### config.mk
export PLATFORM = sky130hd
export DESIGN_NAME = fracn_pll_ctrl
export DESIGN_NICKNAME = d
export VERILOG_FILES = /design/src/logic/fracn_pll_ctrl.v
export VERILOG_INCLUDE_DIRS = /design/src /design/src/logic
export SDC_FILE = /design/constraint.sdc
export NUM_CORES = 1
export LEC_CHECK = 0
export BUFFER_PORTS_ARGS = -buffer_cell sky130_fd_sc_hd__buf_2
export CAP_MARGIN = 25
export CELL_PAD_IN_SITES_DETAIL_PLACEMENT = 1
export CELL_PAD_IN_SITES_GLOBAL_PLACEMENT = 1
export CORE_MARGIN = 2
export CORE_UTILIZATION = 40
export DETAILED_ROUTE_END_ITERATION = 16
export PLACE_DENSITY = 0.82
export SYNTH_ARGS = -nofsm -noshare
export SYNTH_HDL_FRONTEND = slang
export SYNTH_SLANG_ARGS = --single-unit
export TNS_END_PERCENT = 20
### constraint.sdc
create_clock -name clock -period 22.3 [get_ports clock]
set_input_delay 0 -clock clock [delete_from_list [all_inputs] [get_ports clock]]
set_output_delay 0 -clock clock [all_outputs]
set_load 0.1 [all_outputs]
### src/logic/fracn_pll_ctrl_map.vh
// Register map, field positions, reset values and counts for the
// fractional-N divider control block. Definitions only.
`ifndef FRACN_PLL_CTRL_MAP_VH
`define FRACN_PLL_CTRL_MAP_VH

// Register byte addresses (word aligned)
`define REG_CTRL_ADDR      12'h000
`define REG_INTDIV_ADDR    12'h004
`define REG_PRIFRAC_ADDR   12'h008
`define REG_AUXFRAC_ADDR   12'h00C
`define REG_AUXMOD_ADDR    12'h010
`define REG_REFCFG_ADDR    12'h014
`define REG_TRIGGER_ADDR   12'h018
`define REG_STATUS_ADDR    12'h01C
`define REG_REVISION_ADDR  12'h020
`define REG_THRESH_ADDR    12'h024
`define REG_NACT_ADDR      12'h028
`define REG_VCOSEL_ADDR    12'h02C

// Control register fields
`define CTRL_REFDIFF_BIT   6
`define CTRL_AUTOCAL_BIT   0
`define CTRL_SDMOFF_BIT    1
`define CTRL_RESET         32'h0000_0001

// Reference configuration fields
`define REFCFG_RCNT_LSB    0
`define REFCFG_DBL_BIT     5
`define REFCFG_HALF_BIT    6
`define REFCFG_CP_LSB      8
`define REFCFG_RESET       32'h0000_0000

// Field widths and limits
`define INT_W              16
`define PRIFRAC_W          25
`define AUX_W              14
`define CP_W               4
`define INT_RESET          16'h0064
`define AUXMOD_RESET       14'h0002
`define AUXMOD_MIN         14'h0002
`define REV_DEFAULT        8'h5A

// Band selection: 4 cores, 256 bands, 16 clocks per step, 11 steps
`define SEL_STEP_CLKS      5'h10
`define SEL_STEPS          4'hB
`define SEL_CORE_STEPS     4'h3

`endif

### src/logic/fracn_pll_ctrl.v
// Divider control for a fractional-N synthesizer: APB register file,
// double-buffered divider settings except the integer part, reference counter and VCO select.
// Assumes APB is synchronous to clock; refPulse is one cycle per ref edge.
//
// The implementer's own choices: the APB interface to the registers and the register addresses.
`timescale 1ns/1ps
`include "fracn_pll_ctrl_map.vh"

// What this block does
// - Reference mode bit one means differential input, zero means positive input only.
// - Feedback divides by integer plus fractions over fixed 2^25 modulus.
// - Primary fraction accepts zero up to modulus minus one.
// - Auxiliary fraction 14 bits any value; auxiliary modulus 2..16383.
// - Phase detector clock is ref times doubler over count and half-divide.
// - Reference counter divides by 1 through 32.
// - Both fractions zero gives integer-N operation.
// - Buffered settings apply only after a later trigger write.
// - Selection picks one of four cores and 256 bands.
// - Trigger with autocal runs selection, tuning node tied to reference.
// - Selection clocked by reference counter output; loop resumes after.
// - Read-only revision field lets software tell revisions apart.
module fracn_pll_ctrl #(
  parameter [7:0] REVISION = `REV_DEFAULT // Arbitrary value
) (
  // Clock and reset
  input  wire        clock,
  input  wire        rst,
  // APB slave
  input  wire        psel,
  input  wire        penable,
  input  wire        pwrite,
  input  wire [11:0] paddr,
  input  wire [31:0] pwdata,
  output reg  [31:0] prdata,
  output reg         pready,
  output reg         pslverr,
  // Reference input edge, one cycle per reference period
  input  wire        refPulse,
  // Comparator result from band search: 1 means VCO too slow
  input  wire        vcoSlow,
  // Analog controls
  output reg         refDiffMode,
  output reg         sdmDisable,
  output reg         phaseDetectorClk,
  output reg         tuningNodeToRef,
  output reg         intMode,
  output reg  [15:0] intActive,
  output reg  [24:0] primaryFracActive,
  output reg  [13:0] auxFracActive,
  output reg  [13:0] auxModActive,
  output reg  [3:0]  cpCurrent,
  output reg  [1:0]  vcoCore,
  output reg  [7:0]  vcoBand
);

  localparam [3:0] ST_IDLE = 4'b0001;
  localparam [3:0] ST_CORE = 4'b0010;
  localparam [3:0] ST_BAND = 4'b0100;
  localparam [3:0] ST_DONE = 4'b1000;

  reg [31:0] ctrl_q;
  reg [15:0] int_q;
  reg [24:0] primaryFrac_q;
  reg [13:0] auxFrac_q;
  reg [13:0] auxMod_q;
  reg [31:0] refCfg_q;
  reg [2:0]  thresh_q;
  reg        dblActive_q;
  reg        halfActive_q;
  reg [4:0]  rcntActive_q;
  reg [4:0]  rcnt_q;
  reg        halfTog_q;
  reg        rcntTick_q;
  reg [3:0]  state_q;
  reg [4:0]  clkCnt_q;
  reg [3:0]  step_q;
  reg [7:0]  bandBit_q;
  reg        dblPhase_q;

  // Bus qualifiers: a write lands in the access cycle, where pready stands
  wire        access;
  wire        wrEn;
  wire        trigWr;
  // Fields of the live control word and the buffered reference word
  wire        refDiffField;
  wire        sdmOffField;
  wire        autoCalField;
  wire [4:0]  rcntField;
  wire        dblField;
  wire        halfField;
  wire [3:0]  cpField;
  wire        fracZero;

  assign access       = psel & penable;
  assign wrEn         = access & pwrite;
  assign trigWr       = wrEn & (paddr == `REG_TRIGGER_ADDR);
  assign refDiffField = ctrl_q[`CTRL_REFDIFF_BIT];
  assign sdmOffField  = ctrl_q[`CTRL_SDMOFF_BIT];
  assign autoCalField = ctrl_q[`CTRL_AUTOCAL_BIT];
  assign rcntField    = refCfg_q[`REFCFG_RCNT_LSB +: 5];
  assign dblField     = refCfg_q[`REFCFG_DBL_BIT];
  assign halfField    = refCfg_q[`REFCFG_HALF_BIT];
  assign cpField      = refCfg_q[`REFCFG_CP_LSB +: `CP_W];
  assign fracZero     = (primaryFrac_q == 25'h0000000) && (auxFrac_q == 14'h0000);

  function mapped;
    input [11:0] a;
    begin
      mapped = (a <= `REG_VCOSEL_ADDR) && (a[1:0] == 2'b00);
    end
  endfunction

  // APB: zero-wait answer in the access cycle
  always @(posedge clock or posedge rst) begin
    if (rst) begin
      ctrl_q   <= `CTRL_RESET;
      int_q    <= `INT_RESET;
      primaryFrac_q <= 25'h0000000;
      auxFrac_q     <= 14'h0000;
      auxMod_q      <= `AUXMOD_RESET;
      refCfg_q <= `REFCFG_RESET;
      thresh_q <= 3'h0;
    end else if (wrEn) begin
      case (paddr)
        `REG_CTRL_ADDR:   ctrl_q   <= pwdata;
        `REG_INTDIV_ADDR: int_q    <= pwdata[15:0];
        `REG_PRIFRAC_ADDR: primaryFrac_q <= pwdata[24:0];
        `REG_AUXFRAC_ADDR: auxFrac_q     <= pwdata[13:0];
        // A modulus below the floor would stall the modulator, so clamp it
        `REG_AUXMOD_ADDR:
          auxMod_q <= (pwdata[13:0] < `AUXMOD_MIN) ? `AUXMOD_MIN : pwdata[13:0];
        `REG_REFCFG_ADDR: refCfg_q <= pwdata;
        `REG_THRESH_ADDR: thresh_q <= pwdata[2:0];
        default: ;
      endcase
    end
  end

  always @(posedge clock or posedge rst) begin
    if (rst) begin
      pready  <= 1'b0;
      pslverr <= 1'b0;
      prdata  <= 32'h0000_0000;
    end else begin
      pready  <= psel & ~penable;
      pslverr <= psel & ~penable & ~mapped(paddr);
      prdata  <= 32'h0000_0000;
      if (psel & ~penable & ~pwrite) begin
        case (paddr)
          `REG_CTRL_ADDR:     prdata <= ctrl_q;
          `REG_INTDIV_ADDR:   prdata <= {16'h0000, int_q};
          `REG_PRIFRAC_ADDR:  prdata <= {7'h00, primaryFrac_q};
          `REG_AUXFRAC_ADDR:  prdata <= {18'h00000, auxFrac_q};
          `REG_AUXMOD_ADDR:   prdata <= {18'h00000, auxMod_q};
          `REG_REFCFG_ADDR:   prdata <= refCfg_q;
          `REG_STATUS_ADDR:   prdata <= {27'h0000000, intMode, tuningNodeToRef, state_q[3:1]};
          `REG_REVISION_ADDR: prdata <= {24'h000000, REVISION};
          `REG_THRESH_ADDR:   prdata <= {29'h00000000, thresh_q};
          `REG_NACT_ADDR:     prdata <= {16'h0000, intActive};
          `REG_VCOSEL_ADDR:   prdata <= {22'h000000, vcoCore, vcoBand};
          default:            prdata <= 32'h0000_0000;
        endcase
      end
    end
  end

  // Unbuffered controls follow the register one edge later
  always @(posedge clock or posedge rst) begin
    if (rst) begin
      refDiffMode <= 1'b0;
      sdmDisable  <= 1'b0;
    end else begin
      refDiffMode <= refDiffField;
      sdmDisable  <= sdmOffField;
    end
  end

  // Double buffer: all fraction, modulus, pump current and reference counter settings move together on the trigger write
  always @(posedge clock or posedge rst) begin
    if (rst) begin
      intActive    <= `INT_RESET;
      primaryFracActive <= 25'h0000000;
      auxFracActive     <= 14'h0000;
      auxModActive      <= `AUXMOD_RESET;
      cpCurrent    <= 4'h0;
      dblActive_q  <= 1'b0;
      halfActive_q <= 1'b0;
      rcntActive_q <= 5'h00;
      intMode      <= 1'b1;
    end else begin
      // Integer part is not buffered: it follows its register directly
      intActive <= int_q;
      // One edge moves every buffered field, but the unbuffered integer part can pair with old fractions
      if (trigWr) begin
        primaryFracActive <= primaryFrac_q;
        auxFracActive     <= auxFrac_q;
        auxModActive      <= auxMod_q;
        cpCurrent         <= cpField;
        dblActive_q       <= dblField;
        halfActive_q      <= halfField;
        rcntActive_q      <= rcntField;
        intMode           <= fracZero;
      end
    end
  end

  // Reference path: doubler takes both pulse phases, count field 0 means 32
  wire refEdge = refPulse | (dblActive_q & dblPhase_q);

  always @(posedge clock or posedge rst) begin
    if (rst) begin
      dblPhase_q       <= 1'b0;
      rcnt_q           <= 5'h00;
      halfTog_q        <= 1'b0;
      rcntTick_q       <= 1'b0;
      phaseDetectorClk <= 1'b0;
    end else begin
      dblPhase_q <= refPulse;
      rcntTick_q <= 1'b0;
      if (refEdge) begin
        if (rcnt_q == rcntActive_q - 5'h01) begin
          rcnt_q    <= 5'h00;
          halfTog_q <= ~halfTog_q;
          if (~halfActive_q | halfTog_q) begin
            rcntTick_q <= 1'b1;
          end
        end else begin
          rcnt_q <= rcnt_q + 5'h01;
        end
      end
      phaseDetectorClk <= rcntTick_q;
    end
  end

  // Band search: core steps then band bits, each step SEL_STEP_CLKS ticks
  always @(posedge clock or posedge rst) begin
    if (rst) begin
      state_q         <= ST_IDLE;
      clkCnt_q        <= 5'h00;
      step_q          <= 4'h0;
      bandBit_q       <= 8'h80;
      vcoCore         <= 2'h0;
      vcoBand         <= 8'h80;
      tuningNodeToRef <= 1'b0;
    end else begin
      case (state_q)
        ST_IDLE: begin
          // A trigger during a search updates settings but does not restart it
          if (trigWr & autoCalField) begin
            state_q         <= ST_CORE;
            tuningNodeToRef <= 1'b1;
            clkCnt_q        <= 5'h00;
            step_q          <= 4'h0;
            vcoCore         <= 2'h0;
            vcoBand         <= 8'h80;
            bandBit_q       <= 8'h80;
          end
        end
        ST_CORE, ST_BAND: begin
          if (rcntTick_q) begin
            if (clkCnt_q == `SEL_STEP_CLKS - 5'h01) begin
              clkCnt_q <= 5'h00;
              step_q   <= step_q + 4'h1;
              if (state_q == ST_CORE) begin
                if (vcoSlow & (vcoCore != 2'h3)) begin
                  vcoCore <= vcoCore + 2'h1;
                end
                if (step_q == `SEL_CORE_STEPS - 4'h1) begin
                  state_q <= ST_BAND;
                end
              end else begin
                vcoBand <= (vcoSlow ? vcoBand : (vcoBand & ~bandBit_q))
                           | (bandBit_q >> 1);
                bandBit_q <= bandBit_q >> 1;
                if (step_q == `SEL_STEPS - 4'h1) begin
                  state_q <= ST_DONE;
                end
              end
            end else begin
              clkCnt_q <= clkCnt_q + 5'h01;
            end
          end
        end
        ST_DONE: begin
          tuningNodeToRef <= 1'b0;
          state_q         <= ST_IDLE;
        end
        default: state_q <= ST_IDLE;
      endcase
    end
  end

endmodule // fracn_pll_ctrl

==> results by group, run 1 <==
Status
  – Status: completed

Synth
  – Syn nets: 1156
  – Largest family of logic cells by synthesized area: simple AND/OR/NAND/NOR gates
  – #FFs+latches synth: 294
  – Mapped Cells: 1099
  – Ys Warns: 0
  – Synth Area in Simple Gates: 15.2%
  – Post-synth EDFFs: 0
  – Post-Synth Adder-Cell Area: 0.596%
  – Main synth FF type: dfrtp_1
  – Async S/R FF share, synth: 100%
  – Yosys cell types: 57
  – Synth Area in Compound Gates: 8.54%
  – Seq/Total Area, Yosys: 58.5%
  – Multiplexer share of the synthesized area: 13.9%
  – Synthesized area: 12600 µm²
  – Post-synthesis xor/xnor area fraction: 0.695%
  – Avg Inst Size Synth: 11.5 µm²

Drt
  – Routed via count: 9905
  – Starting DRT DRC Count: 886
  – Post-DR vias/cell: 5.78
  – Avg WL per Cell: 24.2 µm
  – Antenna-violating nets left: 0
  – Detailed Routing Iterations Pass 1: 6
  – DRC: 0
  – Total Wirelength: 41400 µm

Final layout
  – Layout overhead on the synthesized area: 20.6%
  – # nets final: 1349
  – Commonest non-fill, non-tap cell in the layout: dfrtp_1
  – Fin cells: 1713
  – Most frequent cells in the layout: dfrtp_1, nand2_1, buf_2, mux2_2, a22oi_1
  – Share of post-route cells with drive strength above 1: 31.1%

CTS
  – PostCTS Resize Cnt: 0
  – CTS Sinks: 294
  – CTS tree: built
  – Post-CTS setup buffer count: 0
  – CTS Hold Bufs: 39
  – CTS root buf: clkbuf_16
  – Clock Tree Buf Depth: 3
  – Clk Latency, worst-skew pair: 0.56 ns
  – Inserted Clock Buffers: 31
  – Clk pin slew, worst setup/hold paths: 0.07 ns
  – CTS H-tree lvls: 1

Power
  – Tot Pwr: 1.12 mW
  – Switching pwr: 253 µW
  – Comb power frac: 4.4%
  – Reg power frac: 48.4%
  – Sw Ratio: 22.6%
  – Leak: 7.75 nW
  – P per Cell Area: 73.4 nW/µm²
  – Clock network power share: 47.2%
  – Max VDD drop: 52.6 µV
  – Internal power: 864 µW

Flow run
  – Max-cap violations: 0

Setup path
  – Reg-to-reg slack, setup: 19.88 ns
  – Data arrival time of the worst path: 3.66 ns
  – CP Class: input port to flop
  – Max Fanout on Critical Path: 22
  – Nature of the critical path endpoint: flop
  – CP required: 22.74 ns
  – Startpoint class of the critical path: input port

Placement
  – Placed insts: 1616
  – IO Port Bufs: 172
  – RePlAce Congestion: 0.907
  – Dpl hpwl: 28100 µm
  – Dpl ws: 18.80 ns

Floorplan
  – Initial Utilization: 40.9%
  – Height of the die: 181 µm
  – IO Pins: 173
  – Die Width: 181 µm
  – Row Count: 64
  – Die area: 32900 µm²
  – Core outline area: 30800 µm²

STA
  – WHS: 0.0341 ns
  – Sum Neg Setup Slack: 0 ns
  – Crit path time final: 3.22 ns
  – Fmax: 311 MHz
  – Setup Viol. Count Final: 0
  – Final WS setup: 19.08 ns
  – Clock skew: 0.00974 ns
  – Relative slew slack: 31.5%
  – Final period util: 14.4%
  – Slew @ Worst Pin: 1.02 ns
  – Final Hold Fails: 0
  – RSZ-0062 raised after global routing: false
  – Slew Viols, Final: 0

Global routing
  – Antenna violations before repair: 1
  – First-pass GRT wire length: 63800 µm
  – Gr usage total: 25.1%
  – Vias in the first global route: 10700
  – Grt total ovfl: 0
  – Largest net degree at the start of global routing: 100

Worst hold path
  – Hold Path Class: input port to flop
==> metrics by stage <==
| stage | instance area [µm²] | utilization [%] |
|---|---|---|
| after floorplan | 12600 | - |
| after global placement | 13800 | 44.6 |
| after detailed placement | 13800 | 44.7 |
| after CTS | 15200 | 49.3 |
| after global routing | 15200 | 49.3 |
| final | 15200 | 49.3 |
==> synth_stat cells, types with 4 or more instances <==
cell / n / area [µm²]
dfrtp_1: 281 / 7030
nand2_1: 244 / 916
mux2_2: 142 / 1600
a22oi_1: 42 / 315
nor2_1: 37 / 139
clkbuf_1: 33 / 124
o21ai_0: 33 / 165
a21oi_1: 25 / 125
nand3_1: 24 / 120
buf_2: 21 / 105
nor4_1: 18 / 113
a22o_1: 13 / 114
a31oi_1: 13 / 81.3
dfstp_2: 13 / 342
nand2b_1: 13 / 81.3
nor3_1: 11 / 55.1
a21o_1: 9 / 67.6
inv_1: 8 / 30.0
and3_1: 7 / 43.8
nand4_1: 7 / 43.8
nor2b_1: 7 / 43.8
and4_1: 6 / 52.6
ha_1: 6 / 75.1
xor2_1: 6 / 52.6
buf_6: 5 / 56.3
mux2_1: 5 / 56.3
mux2i_1: 5 / 50.1
nor4b_1: 5 / 43.8
a211oi_1: 4 / 30.0
o31ai_1: 4 / 30.0
xnor2_1: 4 / 35.0
==> flip-flops by register name (all words and copies together), names as in the netlist, 5 cells and up <==
name,count
vcoBand,8
bandBit_q,8
refCfg_q,32
auxFrac_q,14
primaryFracActive,25
primaryFrac_q,25
ctrl_q,32
rcntActive_q,5
rcnt_q,5
prdata,32
auxFracActive,14
clkCnt_q,5
int_q,16
auxModActive,14
intActive,16
auxMod_q,14
==> power by group through the flow <==
stage | registers, mW | logic, mW | clock network [mW]
CTS | 0.541 | 0.0489 | 0.533
finish | 0.541 | 0.0487 | 0.527
floorplan | 0.551 | 0.0233 | 0
global route | 0.541 | 0.0535 | 0.556
global placement | 0.550 | 0.0414 | 0
detailed placement | 0.550 | 0.0432 | 0
==> worst paths after layout <==
path,from,endpoint,depth (start not counted)
worst max-delay path,paddr[4],ctrl_q[10],9
worst min-delay path,paddr[0],prdata[8],4
worst max register to register,state_q[0],step_q[3],5
worst min register to register,int_q[6],intActive[6],0
max in group asynchronous,rst,auxMod_q[11],5
min in group asynchronous,rst,auxModActive[0],3
==> cells by family after synthesis <==
| family | after synthesis |
|---|---|
| buffers and inverters | 70 |
| adder cells (fa/ha/maj) | 6 |
| AO/OA/AOI/OAI | 161 |
| flip-flops | 294 |
| multiplexers | 154 |
| XOR/XNOR | 10 |
| AND/OR/NAND/NOR | 404 |
==> metal layers <==
layer	vias up	wire (µm)	GRT usage (%)
met5	-	72	1.63
met4	2	1860	9.17
met3	132	3040	4.65
met2	435	19200	40.9
met1	5068	17200	33.6
li1	4268	-	-
==> layout make-up <==
type | count | area [µm²]
Antenna cell | 1 | 2.50
Clock buffer | 42 | 887
Clock inverter | 15 | 155
Fill cell | 3326 | 15600
Inverter | 8 | 37.5
Multi-Input combinational cell | 735 | 4910
Sequential cell | 294 | 7370
Tap cell | 396 | 495
Timing Repair Buffer | 222 | 1340
==> worst max-delay path: stages <==
cell,delay (ns)
dlygate4sd3_1,0.56
buf_2,0.26
nor4_1,0.46
nand2_1,0.36
nor2_2,0.63
buf_8,0.24
nand2_1,0.39
buf_4,0.40
mux2_1,0.33
No activity file was read; power rests on OpenSTA's default activity.
==> run 2: changes to the inputs <==
==> constraint.sdc (replaced) <==
create_clock -name clock -period 3.4 [get_ports clock]
set_input_delay 0 -clock clock [delete_from_list [all_inputs] [get_ports clock]]
set_output_delay 0 -clock clock [all_outputs]
set_load 0.1 [all_outputs]
==> results by group, run 2 (synthesis gave the netlist of run 1 again) <==
STA
  – Slew @ Worst Pin: 0.996 ns (-0.0234 ns)
  – Final Hold Fails: 0 (unchanged)
  – Crit path time final: 2.65 ns
  – Final period util: 77.8%
  – RSZ-0062 raised after global routing: false
  – Clock skew: 0.0146 ns (+0.00483 ns)
  – Relative slew slack: 33.3% (+1.9 points)
  – Fmax: 378 MHz
  – Setup Viol. Count Final: 0 (unchanged)
  – Final WS setup: 0.754 ns (-18.33 ns)
  – Slew Viols, Final: 0 (unchanged)
  – Sum Neg Setup Slack: 0 ns (unchanged)

CTS
  – Clk Latency, worst-skew pair: 0.51 ns (-0.05 ns)
  – Inserted Clock Buffers: 34 (+9.7%)
  – CTS H-tree lvls: 2 (+1)
  – CTS tree: built
  – Post-CTS setup buffer count: 0 (unchanged)
  – Clock Tree Buf Depth: 3 (unchanged)
  – Clk pin slew, worst setup/hold paths: 0.07 ns (about the same)
  – CTS Sinks: 294 (unchanged)
  – CTS root buf: clkbuf_16

Drt
  – Avg WL per Cell: 24.6 µm (+1.8%)
  – DRC: 0 (unchanged)
  – Post-DR vias/cell: 5.80 (+0.36%)
  – Total Wirelength: 42500 µm (+2.7%)
  – Antenna-violating nets left: 0 (unchanged)
  – Routed via count: 10000 (+1.2%)
  – Starting DRT DRC Count: 956 (+7.9%)
  – Detailed Routing Iterations Pass 1: 6 (unchanged)

Setup path
  – Startpoint class of the critical path: input port
  – Nature of the critical path endpoint: flop
  – Max Fanout on Critical Path: 11 (-50%)
  – CP required: 3.83 ns (-18.91 ns)
  – Top delay family on crit path: simple AND/OR/NAND/NOR gates
  – FF-to-FF path depth: 7 (+2)
  – WP depth: 7 (-2)
  – Data arrival time of the worst path: 3.08 ns (-0.58 ns)
  – Crit-path max cell delay: 0.89 ns (+0.26 ns)
  – Slowest stage cell, crit path: nor2_1
  – Worst-path cell chain: dlygate4sd3_1 > buf_2 > nor4_1 > nand2_1 > nor2_1 > a222oi_1 > nor2_1
  – Most used cell, CP: nor2_1
  – CP Buf/Inv Count: 2 (-2)
  – CP Class: input port to flop

Final layout
  – Largest regs: ctrl_q x32, prdata x32, refCfg_q x32
  – Design Area, Final: 15500 µm² (+2.1%)
  – Most frequent cells in the layout: dfrtp_1, nand2_1, buf_2, mux2_2, a22oi_1
  – Share of post-route cells with drive strength above 1: 31.8% (+0.75 points)
  – Fin cells: 1728 (+0.88%)
  – # nets final: 1366 (+1.3%)
  – Commonest non-fill, non-tap cell in the layout: dfrtp_1
  – N_diodes: 0 (-1)
  – Layout overhead on the synthesized area: 23.1%

Floorplan
  – Die Width: 181 µm (unchanged)
  – Initial Utilization: 40.9% (unchanged)
  – IO Pins: 173 (unchanged)
  – Height of the die: 181 µm (unchanged)
  – Core outline area: 30800 µm² (unchanged)
  – Die area: 32900 µm² (unchanged)
  – Row Count: 64 (unchanged)

Worst hold path
  – Hold Path Class: input port to flop
  – Worst hold path cell count: 3 (-1)

Placement
  – Dpl hpwl: 28600 µm (+1.7%)
  – Dpl ws: 0.758 ns (-18.04 ns)
  – IO Port Bufs: 172 (unchanged)
  – RePlAce Congestion: 0.938 (+3.5%)
  – Placed insts: 1629 (+0.80%)
  – Placed cell areas: 13900 µm² (+1.1%)

Power
  – Internal power: 6.07 mW (+600%)
  – Max VDD drop: 292 µV (+460%)
  – Comb power frac: 4.3% (about the same)
  – P per Cell Area: 500 nW/µm² (+580%)
  – Reg power frac: 45.7% (-2.7 points)
  – Leak: 7.91 nW (+2.1%)
  – Sw Ratio: 21.8% (-0.82 points)
  – Clock network power share: 50.0% (+2.8 points)
  – Switching pwr: 1.69 mW (+570%)
  – Tot Pwr: 7.76 mW (+600%)

Status
  – Status: completed

Global routing
  – Vias in the first global route: 10600 (-0.066%)
  – Largest net degree at the start of global routing: 80 (-20%)
  – First-pass GRT wire length: 65900 µm (+3.2%)
  – Gr usage total: 26.0% (+0.90 points)
  – Antenna violations before repair: 0 (-1)
  – Grt total ovfl: 0 (unchanged)

Flow run
  – Max-cap violations: 0 (unchanged)
[run 2: cell types whose count changed in the layout (fill, tap and decap cells not counted)]
| cell | before | now |
|---|---|---|
| inv_8 | 1 | 0 |
| inv_6 | 0 | 1 |
| diode_2 | 1 | 0 |
| buf_8 | 1 | 0 |
| clkinvlp_4 | 2 | 1 |
| clkbuf_1 | 4 | 5 |
| bufinv_16 | 3 | 5 |
| clkbuf_8 | 7 | 8 |
| buf_4 | 10 | 19 |
| buf_12 | 0 | 6 |
| clkinv_2 | 10 | 5 |
| clkbuf_16 | 31 | 35 |
[run 2: repair_timing]
item / 4_1_cts / 5_1_grt
resized for setup: 0 / 0
hold buffers: 38 / 1
hold endpoints to repair: 176 / 3
[run 2: path summary, 6_finish.rpt]
kind | startpoint | endpoint | slack (ns)
max | paddr[5] | prdata[16] | 0.75
min | paddr[4] | pslverr | 0.04
max reg2reg | clkCnt_q[0] | vcoBand[2] | 1.13
min reg2reg | int_q[6] | intActive[6] | 0.38
max in group asynchronous | rst | auxFracActive[9] | 1.96
min in group asynchronous | rst | cpCurrent[0] | 0.50
[run 2: cell type report]
type	count	area (µm²)
Tap cell	396	495
Clock inverter	11	184
Timing Repair Buffer	236	1510
Clock buffer	48	1000
Inverter	8	33.8
Multi-Input combinational cell	735	4910
Fill cell	3277	15300
Sequential cell	294	7370
[run 2: per-stage QoR]
stage	hold WS [ns]	utilization, %
after floorplan	0.0314	-
after global placement	0.141	45.1
after detailed placement	0.147	45.1
after CTS	0.0218	50.2
after global routing	0.0643	50.3
final	0.0388	50.3
[run 2: power by group through the flow]
stage | Combinational (mW) | Clock (mW) | Sequential, mW
4_1_cts | 0.332 | 3.91 | 3.55
3_3_place_gp | 0.286 | 0 | 3.61
6_report | 0.334 | 3.88 | 3.55
2_1_floorplan | 0.153 | 0 | 3.61
5_1_grt | 0.367 | 4.07 | 3.55
3_5_place_dp | 0.295 | 0 | 3.61
[run 2: layer usage]
metal  vias up  track usage [%]  wire, µm
met5         -                0         0
met4         0             8.94      1470
met3       104             5.25      3110
met2       456             42.5     20100
met1      5164             34.8     17800
li1       4304                -         -
[run 2: worst register-to-register path: stages (launching register included)]
cell	delay, ns
dfrtp_1	0.39
ha_1	0.24
nand4b_1	0.22
nand3_1	0.23
o211ai_1	0.11
buf_4	0.22
nor2b_1	0.54
a22o_1	0.25
==> run 3: changes to the inputs <==
--- a/config.mk
+++ b/config.mk
@@ -13,7 +13,7 @@
 export CORE_MARGIN = 2
 export CORE_UTILIZATION = 40
 export DETAILED_ROUTE_END_ITERATION = 16
-export PLACE_DENSITY = 0.82
+export PLACE_DENSITY = 0.85
 export SYNTH_ARGS = -nofsm -noshare
 export SYNTH_HDL_FRONTEND = slang
 export SYNTH_SLANG_ARGS = --single-unit
==> constraint.sdc (replaced) <==
create_clock -name clock -period 2.4 [get_ports clock]
set_input_delay 0 -clock clock [delete_from_list [all_inputs] [get_ports clock]]
set_output_delay 0 -clock clock [all_outputs]
set_load 0.1 [all_outputs]
==> results by group, run 3 (synthesis gave the netlist of run 1 again) <==
Setup path
  – Nature of the critical path endpoint: flop
  – Startpoint class of the critical path: flop
  – Reg-to-reg slack, setup: 0.23 ns (-0.90 ns)
  – CP Class: flop to flop
  – CP required: 2.89 ns (-0.94 ns)
  – CP Buf/Inv Count: 0 (-2)
  – Slowest stage cell, crit path: dfrtp_1
  – Max Fanout on Critical Path: 13 (+2)
  – Data arrival time of the worst path: 2.66 ns (-0.42 ns)
  – Crit-path max cell delay: 0.55 ns (-0.34 ns)
  – Top delay family on crit path: simple AND/OR/NAND/NOR gates
  – Worst-path cell chain: xor2_1 > nand3_1 > o21a_1 > or4_1 > a21oi_1

STA
  – Clock skew: 0.0153 ns (+0.000698 ns)
  – Setup Viol. Count Final: 0 (unchanged)
  – Slew @ Worst Pin: 0.740 ns (-0.256 ns)
  – WHS: 0.0425 ns (+0.00373 ns)
  – Relative slew slack: 50.2% (+17 points)
  – RSZ-0062 raised after global routing: false
  – Final Hold Fails: 0 (unchanged)
  – Slew Viols, Final: 0 (unchanged)
  – Final period util: 90.2%
  – Crit path time final: 2.17 ns
  – Fmax: 462 MHz

Drt
  – Post-DR vias/cell: 5.88 (+1.3%)
  – Detailed Routing Iterations Pass 1: 5 (-1)
  – Avg WL per Cell: 25.5 µm (+3.4%)
  – DRC: 0 (unchanged)
  – Starting DRT DRC Count: 1033 (+8.1%)
  – Antenna-violating nets left: 0 (unchanged)
  – Total Wirelength: 44500 µm (+4.6%)
  – Routed via count: 10300 (+2.4%)

Floorplan
  – Die Width: 181 µm (unchanged)
  – Row Count: 64 (unchanged)
  – Die area: 32900 µm² (unchanged)
  – Height of the die: 181 µm (unchanged)
  – IO Pins: 173 (unchanged)
  – Initial Utilization: 40.9% (unchanged)
  – Core outline area: 30800 µm² (unchanged)

CTS
  – CTS tree: built
  – Clock Tree Buf Depth: 3 (unchanged)
  – Clk Latency, worst-skew pair: 0.57 ns (+0.06 ns)
  – CTS root buf: clkbuf_16
  – CTS H-tree lvls: 1 (-1)
  – CTS Sinks: 294 (unchanged)
  – Post-CTS setup buffer count: 0 (unchanged)
  – Clk pin slew, worst setup/hold paths: 0.06 ns (about the same)
  – Inserted Clock Buffers: 31 (-8.8%)

Final layout
  – N_diodes: 0 (unchanged)
  – Layout overhead on the synthesized area: 23.8%
  – Most frequent cells in the layout: dfrtp_1, nand2_1, buf_2, mux2_2, a22oi_1
  – Largest regs: ctrl_q x32, prdata x32, refCfg_q x32
  – Design Area, Final: 15600 µm² (+0.54%)
  – Commonest non-fill, non-tap cell in the layout: dfrtp_1
  – Share of post-route cells with drive strength above 1: 33.0% (+1.2 points)
  – Final core occ: 50.6% (+0.27 points)
  – # nets final: 1385 (+1.4%)

Global routing
  – Gr usage total: 27.0% (+1.0 points)
  – Vias in the first global route: 11100 (+4.2%)
  – First-pass GRT wire length: 68300 µm (+3.7%)
  – Largest net degree at the start of global routing: 76 (-5.0%)
  – Antenna violations before repair: 0 (unchanged)
  – Grt total ovfl: 0 (unchanged)

Power
  – P per Cell Area: 677 nW/µm² (+35%)
  – Leak: 7.97 nW (+0.77%)
  – Max VDD drop: 525 µV (+80%)

Status
  – Status: completed

Flow run
  – Max-cap violations: 0 (unchanged)

Placement
  – IO Port Bufs: 172 (unchanged)
  – Placed cell areas: 14200 µm² (+1.7%)
  – RePlAce Congestion: 0.918 (-2.2%)
  – Dpl hpwl: 30000 µm (+5.0%)

Worst hold path
  – Hold Path Class: input port to flop
==> run 3: changes by cell type in the layout (fill, tap and decap cells not counted), moves of 2 or more <==
cell / delta
clkinvlp_4: +2
clkbuf_16: -4
dlygate4sd3_1: -2
buf_4: +21
buf_12: +3
==> run 3: worst paths after layout <==
check | startpoint | to | cells past startpoint
max | state_q[1] | step_q[3] | 5
min | pwrite | prdata[24] | 5
max reg2reg | state_q[1] | step_q[3] | 5
min reg2reg | int_q[6] | intActive[6] | 0
max in group asynchronous | rst | int_q[2] | 5
min in group asynchronous | rst | auxModActive[2] | 3
==> run 3: report_power, final <==
group / switching [mW] / total [mW] / internal [mW] / leakage (nW)
logic: 0.328 / 0.496 / 0.169 / 3.44
registers: 0.0367 / 5.02 / 4.99 / 4.00
clock network: 2.04 / 5.05 / 3.01 / 0.524
total: 2.40 / 10.6 / 8.17 / 7.97
==> run 3: tightest hold or removal path, delay by kind of cell <==
family	cells	cell delay, ns
AO/OA/AOI/OAI	1	0.05
AND/OR/NAND/NOR	2	0.18
buffers and inverters	2	0.32
==> run 3: metrics by stage <==
| step | worst slack [ns] | power, mW | std cells | TNS, ns |
|---|---|---|---|---|
| 2_1_floorplan | -1.49 | 5.34 | 1099 | -425.25 |
| 3_3_place_gp | 0.310 | 5.53 | 1654 | 0 |
| 3_5_place_dp | 0.155 | 5.55 | 1654 | 0 |
| 4_1_cts | 0.157 | 10.6 | 1748 | 0 |
| 5_1_grt | 0.0761 | 10.9 | 1748 | 0 |
| 6_report | 0.234 | 10.6 | 1748 | 0 |
==> run 3: area by class of cell <==
cell class / instances / area [µm²]
multi-input cells: 735 / 4910
clock buffers: 44 / 895
repair buffers: 258 / 1710
fillers: 3273 / 15200
well taps: 396 / 495
flip-flops and latches: 294 / 7370
inverters: 8 / 33.8
clock inverters: 13 / 174
==> run 3: repair_timing <==
| action | 4_1_cts | 5_1_grt |
|---|---|---|
| endpoints found under the hold margin | 183 | 0 |
| gates resized for setup | 0 | 1 |
| hold buffers | 37 | 0 |
| endpoints found under the setup margin | 0 | 1 |
==> run 3: routing by layer <==
layer / share of wire [%] / wire (µm) / global-route usage, % / vias to the layer above
li1: - / - / - / 4336
met2: 47 / 21000 / 44.5 / 484
met4: 4.5 / 2020 / 11.3 / 0
met5: 0 / 0 / 0 / -
met3: 6.8 / 3020 / 4.83 / 149
met1: 41 / 18400 / 35.4 / 5302
